## config.mk

```make
export PLATFORM = sky130hd
export DESIGN_NAME = octal_registered_bus_transceiver
export DESIGN_NICKNAME = d
export VERILOG_FILES = /design/src/hw/xcvr_sync.sv /design/src/hw/octal_registered_bus_transceiver.sv
export SDC_FILE = /design/constraint.sdc
export NUM_CORES = 1
export LEC_CHECK = 0
export ABC_CLOCK_PERIOD_IN_PS = 3430
export BUFFER_PORTS_ARGS = -buffer_cell sky130_fd_sc_hd__buf_2
export CAP_MARGIN = 30
export CORE_MARGIN = 2
export CORE_UTILIZATION = 51
export CTS_CLUSTER_DIAMETER = 60
export DETAILED_ROUTE_END_ITERATION = 16
export PLACE_DENSITY = 0.9
export SETUP_SLACK_MARGIN = 0.2
export SYNTH_ARGS = -nofsm -noshare
export SYNTH_HDL_FRONTEND = slang
export SYNTH_SLANG_ARGS = --single-unit
```

## constraint.sdc

```tcl
create_clock -name i_sys_clk -period 3.43 [get_ports i_sys_clk]
set_clock_uncertainty 0.1 [all_clocks]
set_input_delay 0.343 -clock i_sys_clk [delete_from_list [all_inputs] [get_ports i_sys_clk]]
set_output_delay 0.343 -clock i_sys_clk [all_outputs]
set_load 0.02 [all_outputs]
```

## src/hw/xcvr_sync.sv

```systemverilog
// package of shared constants and types, plus the two-stage pin synchroniser
`timescale 1ns/1ps
`default_nettype none

package xcvr_pkg;
   localparam int DATA_W = 8;
   localparam int SYNC_STAGES = 2;
   localparam logic [DATA_W-1:0] STORE_RESET = 8'h00;
   localparam logic [DATA_W-1:0] OUT_RESET = 8'h00;
   localparam logic [DATA_W-1:0] OE_OFF = 8'h00;
   localparam logic [DATA_W-1:0] OE_ON = 8'hFF;

   // control pins, carried together
   typedef struct packed {
      logic oe_n;
      logic dir;
      logic a2b_src;
      logic b2a_src;
   } ctrl_t;
   localparam int CTRL_W = $bits(ctrl_t);
   // pins at rest: outputs disabled, everything else low
   localparam ctrl_t CTRL_IDLE = '{1'b1, 1'b0, 1'b0, 1'b0};
endpackage

module xcvr_sync #(
   parameter int WIDTH = 1,
   parameter logic [WIDTH-1:0] RESET_VAL = '0
) (
   // clock and reset
   input wire logic i_sys_clk,
   input wire logic i_reset,
   // asynchronous input and its synchronised copy
   input wire logic [WIDTH-1:0] i_async,
   output logic [WIDTH-1:0] o_sync
);
   logic [WIDTH-1:0] meta_r;

   // first stage feeds only the second stage
   always_ff @(posedge i_sys_clk or posedge i_reset) begin
      if (i_reset) begin
         // each pin starts at its idle level, so no false activity follows reset
         meta_r <= RESET_VAL;
         o_sync <= RESET_VAL;
      end else begin
         meta_r <= i_async;
         o_sync <= meta_r;
      end
   end
endmodule // xcvr_sync

`default_nettype wire

```

## src/hw/octal_registered_bus_transceiver.sv

```systemverilog
// eight-bit registered bus transceiver between ports a and b
`timescale 1ns/1ps
`default_nettype none

module octal_registered_bus_transceiver
   import xcvr_pkg::*;
#(
   parameter int W = DATA_W
) (
   // system clock and reset
   input wire logic i_sys_clk,
   input wire logic i_reset,
   // control pins
   input wire logic i_oe_n,
   input wire logic i_dir,
   input wire logic i_a2b_src,
   input wire logic i_b2a_src,
   // transfer clock pins
   input wire logic i_a2b_xfer_clk,
   input wire logic i_b2a_xfer_clk,
   // port a pins
   input wire logic [W-1:0] i_a,
   output logic [W-1:0] o_a,
   output logic [W-1:0] o_a_oe,
   // port b pins
   input wire logic [W-1:0] i_b,
   output logic [W-1:0] o_b,
   output logic [W-1:0] o_b_oe,
   // stored words for observation
   output logic [W-1:0] o_a_side_stored_word,
   output logic [W-1:0] o_b_side_stored_word
);
   localparam int SYNC_W = CTRL_W + 2 + 2 * W;
   // synchroniser starts with the enable pin idle, so no port drives right after reset
   localparam logic [SYNC_W-1:0] SYNC_RESET = {CTRL_IDLE, {(SYNC_W-CTRL_W){1'b0}}};

   logic [SYNC_W-1:0] sync_bus;
   ctrl_t ctrl_s;
   logic a_clk_s;
   logic b_clk_s;
   logic [W-1:0] a_s;
   logic [W-1:0] b_s;
   logic a_clk_d_r;
   logic b_clk_d_r;
   logic a_rise;
   logic b_rise;
   logic [W-1:0] a_word_r;
   logic [W-1:0] b_word_r;
   logic [W-1:0] a_word_nxt;
   logic [W-1:0] b_word_nxt;
   logic [W-1:0] a_out_nxt;
   logic [W-1:0] b_out_nxt;

   // every pin, clocks included, passes two flops before use
   xcvr_sync #(
      .WIDTH(SYNC_W),
      .RESET_VAL(SYNC_RESET)
   ) u_sync (
      .i_sys_clk(i_sys_clk),
      .i_reset(i_reset),
      .i_async({i_oe_n, i_dir, i_a2b_src, i_b2a_src, i_a2b_xfer_clk, i_b2a_xfer_clk, i_a, i_b}),
      .o_sync(sync_bus)
   );

   assign ctrl_s = ctrl_t'(sync_bus[SYNC_W-1 -: CTRL_W]);
   assign a_clk_s = sync_bus[2*W+1];
   assign b_clk_s = sync_bus[2*W];
   assign a_s = sync_bus[2*W-1 -: W];
   assign b_s = sync_bus[W-1:0];

   // edge detect on the synchronised transfer clocks
   always_ff @(posedge i_sys_clk or posedge i_reset) begin
      if (i_reset) begin
         a_clk_d_r <= 1'b0;
         b_clk_d_r <= 1'b0;
      end else begin
         a_clk_d_r <= a_clk_s;
         b_clk_d_r <= b_clk_s;
      end
   end

   assign a_rise = a_clk_s & ~a_clk_d_r;
   assign b_rise = b_clk_s & ~b_clk_d_r;

   // data and clock share the same synchroniser depth, so setup is kept
   always_comb begin
      a_word_nxt = a_rise ? a_s : a_word_r;
      b_word_nxt = b_rise ? b_s : b_word_r;
   end

   // stored words; reset is for simulation tidiness only
   always_ff @(posedge i_sys_clk or posedge i_reset) begin
      if (i_reset) begin
         a_word_r <= STORE_RESET;
         b_word_r <= STORE_RESET;
      end else begin
         a_word_r <= a_word_nxt;
         b_word_r <= b_word_nxt;
      end
   end

   // output data taken from next stored value so a new load shows at once
   always_comb begin
      b_out_nxt = ctrl_s.a2b_src ? a_word_nxt : a_s;
      a_out_nxt = ctrl_s.b2a_src ? b_word_nxt : b_s;
   end

   always_ff @(posedge i_sys_clk or posedge i_reset) begin
      if (i_reset) begin
         o_a <= OUT_RESET;
         o_b <= OUT_RESET;
      end else begin
         o_a <= a_out_nxt;
         o_b <= b_out_nxt;
      end
   end

   // drive enables; never both on, so the buses cannot fight
   always_ff @(posedge i_sys_clk or posedge i_reset) begin
      if (i_reset) begin
         o_a_oe <= OE_OFF;
         o_b_oe <= OE_OFF;
      end else if (ctrl_s.oe_n) begin
         o_a_oe <= OE_OFF;
         o_b_oe <= OE_OFF;
      end else if (ctrl_s.dir) begin
         o_a_oe <= OE_OFF;
         o_b_oe <= OE_ON;
      end else begin
         o_a_oe <= OE_ON;
         o_b_oe <= OE_OFF;
      end
   end

   always_ff @(posedge i_sys_clk or posedge i_reset) begin
      if (i_reset) begin
         o_a_side_stored_word <= STORE_RESET;
         o_b_side_stored_word <= STORE_RESET;
      end else begin
         o_a_side_stored_word <= a_word_nxt;
         o_b_side_stored_word <= b_word_nxt;
      end
   end
endmodule // octal_registered_bus_transceiver

`default_nettype wire

```

# Word level (Yosys, flattened, before mapping)
# Index checks and enable logic that the tools add are counted.
# classes
bitwise_logic,4
mux,8
# op_table
operator,n
$mux W8,8
$and A1 B1 Y1,2
$not A1 Y1,2
# totals
in_bits,24
regBits,94
elab_cells,22
output_inout_bits,48

# Logic depth before layout (Yosys ltp)
# depth
word_depth,4
ltp_mapped,5
mapped_depth_nobuf,3

# Modules after synthesis
# Synthesis repeated with hierarchy kept, for this count alone.
# hier_totals
cells_unflattened,138
area_unflattened_um2,2647.5
# by_module_without_submodules
module,area_each_um2,cells_each,seq_area_each_um2,n_inst
octal_registered_bus_transceiver,1540.2,93,900.9,1
xcvr_sync,1107.3,45,1103.6,1

# Worst setup path after synthesis
# Ideal clock, no wire load.
# synth_timing
path_type,flip-flop to flip-flop
from,reg b_clk_d_r
to,reg o_a[0]
setup_slack_ns,2.054
period_less_slack_ns,1.376
arrival_ns,1.151
stages_incl_launch_ff,6
t_required_ns,3.205
setup_ns,0.125
n_path_buf,2
path_cell_list,dfrtp_1 nor2b_4 buf_6 nand2b_4 buf_6 mux2_4
# synth_via
elab_chain_cells,4
# synth_rtl
element,line_no,source
from (decl),octal_registered_bus_transceiver.sv:44,logic b_clk_d_r;
from (signal assigned),octal_registered_bus_transceiver.sv:78,b_clk_d_r <= b_clk_s;
$not A1 Y1,octal_registered_bus_transceiver.sv:83,assign b_rise = b_clk_s & ~b_clk_d_r;
$and A1 B1 Y1,octal_registered_bus_transceiver.sv:83,
$mux W8,octal_registered_bus_transceiver.sv:88,b_word_nxt = b_rise ? b_s : b_word_r;
$mux W8,octal_registered_bus_transceiver.sv:105,a_out_nxt = ctrl_s.b2a_src ? b_word_nxt : b_s;
named net a_out_nxt[0],octal_registered_bus_transceiver.sv:51,logic [W-1:0] a_out_nxt;
to (signal assigned),octal_registered_bus_transceiver.sv:113,o_a <= a_out_nxt;
to (decl),octal_registered_bus_transceiver.sv:23,"output logic [W-1:0] o_a,"
# The timed path passes the listed nets, and every way through them passes these cells.

# Worst setup path in the final report
# layout_timing
from,reg a_clk_d_r
to,reg o_b[4]
# layout_via
elab_chain_cells,4
# layout_rtl
element,line_no,source
from (decl),octal_registered_bus_transceiver.sv:43,logic a_clk_d_r;
from (signal assigned),octal_registered_bus_transceiver.sv:77,a_clk_d_r <= a_clk_s;
$not A1 Y1,octal_registered_bus_transceiver.sv:82,assign a_rise = a_clk_s & ~a_clk_d_r;
$and A1 B1 Y1,octal_registered_bus_transceiver.sv:82,
$mux W8,octal_registered_bus_transceiver.sv:87,a_word_nxt = a_rise ? a_s : a_word_r;
$mux W8,octal_registered_bus_transceiver.sv:104,b_out_nxt = ctrl_s.a2b_src ? a_word_nxt : a_s;
named net b_out_nxt[4],octal_registered_bus_transceiver.sv:52,logic [W-1:0] b_out_nxt;
to (signal assigned),octal_registered_bus_transceiver.sv:114,o_b <= b_out_nxt;
to (decl),octal_registered_bus_transceiver.sv:27,"output logic [W-1:0] o_b,"
# The timed path passes the listed nets, and every way through them passes these cells.

==> qor.txt <==
Pint: 0.00165 W
clk slew on worst S/H paths: 0.07 ns
Area Growth Syn to Fin: 28.1%
vias in the first global route: 1453
Residual DRC: 0
area leader, netlist: dfrtp_1
drt pass-1 iters: 4
Sw Ratio: 22.8%
hpwl dp: 2650 µm
status: complete, no violations
routed len/inst: 13.6 µm
Crit Path Category: reg -> reg
Fillers: 343
most frequent cells in the layout: dfrtp_1, buf_2, dlygate4sd3_1
measured slew at the worst slew-check pin: 0.605 ns
postcts setup bufs: 0
largest net degree at the start of global routing: 52
diode count: 0
post-CTS sizing: 0
Max clock buf depth: 2
leak pwr: 1.67 nW
Clock Power Share: 37.4%
CP max stage delay: 0.40 ns
Syn. warnings: 0
Seq pwr share: 49.7%
Hold Crit Class: in -> reg
CTS H-tree lvls: 3
# port buffers: 71
Core Area: 0.00504 mm²
worst IR drop on VDD: 0.496 mV
total number of vias: 1336
Critical path buffers and inverters: 0
dpl cell area: 0.00295 mm²
Critical Path RT: 3.56 ns
Via density: 4.50
final setup fails: 0
final hold violation count: 0
post-route setup TNS: 0 ns
most common cell after layout, fill and taps aside: dfrtp_1
die footprint: 0.00578 mm²
cell row count: 26
Distinct cells, synth: 11
CP arrival: 1.62 ns
CP top delay family: simple AND/OR/NAND/NOR gates
I/O Pins: 72
antenna viol nets, final: 0
final wirelength: 4030 µm
worst-path cell chain: nor2b_4, nand2b_4, mux2_4
clock root cell: clkbuf_8
Combinational Power Share: 12.8%
layout cell share with drive strength beyond 1: 55.1%
Netlist Area Pre-Place: 0.00264 mm²
max-slew violations: 0
ranking of synthesized cells by area: dfrtp_1, mux2_4, mux2_2
hold_buf cts: 19
Pwr per Cell Area: 631 mW/mm²
die height: 76 µm
slew margin rel.: 59.7%
first-pass GRT wire length: 6560 µm
routability congestion estimate from global placement: 0.776
total power: 0.00214 W
TritonCTS Buffers: 9
crit end category: register
hold slack: 0.0240 ns
GR Util All Layers: 15.3%
DIE WIDTH: 76 µm
Initial DRC Count: 45
total grt overflow: 0
antenna violations before repair: 0
CTS sink count: 80
Psw: 0.000487 W
Crit-path slowest cell: dfrtp_1
RSZ-0062 raised after global routing: no
Synth Register Bits: 80
MaxCap Viol Count: 0
Final Cycle Share: 43.5%
sequential area share after synthesis: 75.8%
Worst-Skew Late Latency: 0.34 ns
critical path fanouts, max: 9
f_max: 671 MHz
Syn Area/Cell: 19.3 µm²
area share of the largest cell type after synthesis: 73.8%
final instance area: 0.00339 mm²
Tmin final: 1.49 ns
final net count: 247
syn nets: 161
Syn Inst Count: 137
crit start category: register
CTS tree: yes
starting density of the core: 52.4%
==> state kept, by name, summed over array words and instances (netlist names), 8 cells and up <==
register	count
u_sync.meta_r	22
u_sync.o_sync	22
o_a	8
o_a_side_stored_word	8
o_b	8
o_b_side_stored_word	8
==> cells by family after synthesis <==
group	synth area share (%)
AND/OR/NAND/NOR	2.46
flip-flops	75.8
multiplexers	15.9
buffers and inverters	5.82
==> worst paths after layout <==
kind                                        start                      end  slack [ns]  cells past startpoint
worst max-delay path                    a_clk_d_r                   o_b[4]        1.94                      3
worst min-delay path               i_b2a_xfer_clk        u_sync.meta_r[16]        0.02                      1
worst max register to register          a_clk_d_r                   o_b[4]        1.94                      3
worst min register to register  u_sync.meta_r[12]        u_sync.o_sync[12]        0.25                      0
max in group asynchronous                 i_reset  o_a_side_stored_word[1]        2.20                      4
min in group asynchronous                 i_reset         u_sync.meta_r[3]        0.52                      4
==> power groups by stage <==
stage	registers (W)	logic (W)	clock network, W
after global routing	0.00107	0.000291	0.000853
final	0.00106	0.000274	0.000800
after detailed placement	0.00108	0.000260	0
after floorplan	0.00114	0.000119	0
after CTS	0.00106	0.000277	0.000819
after global placement	0.00108	0.000252	0
==> final cells by class <==
cell class | instances | area, µm² | share of cell area, %
repair buffers | 93 | 571 | 16.8
inverters | 1 | 3.75 | 0.111
well taps | 70 | 87.6 | 2.59
clock inverters | 3 | 90.1 | 2.66
clock buffers | 12 | 145 | 4.29
multi-input cells | 38 | 485 | 14.3
flip-flops and latches | 80 | 2000 | 59.2
==> Yosys cell counts <==
library cell / number
nor2b_1: 1
mux2_2: 16
dfstp_2: 2
buf_6: 4
nor2b_4: 2
buf_4: 14
nand2b_4: 2
mux2_4: 16
inv_1: 1
dfrtp_1: 78
nor2_1: 1
==> per-layer routing <==
layer | vias up | share of wire [%] | GRT usage (%)
met5 | - | 0 | 0
met4 | 0 | 1.3 | 7.27
met3 | 6 | 5.3 | 6.16
met2 | 43 | 55 | 26.3
met1 | 681 | 39 | 16.6
li1 | 606 | - | -
==> metrics by stage <==
step	setup slack [ns]	std cells	utilization, %
after detailed placement	1.93	262	58.5
after CTS	1.92	296	67.0
final	1.94	297	67.2
after floorplan	0.939	137	-
after global routing	1.86	297	67.2
after global placement	1.95	262	58.5
No activity file was read; power rests on OpenSTA's default activity.
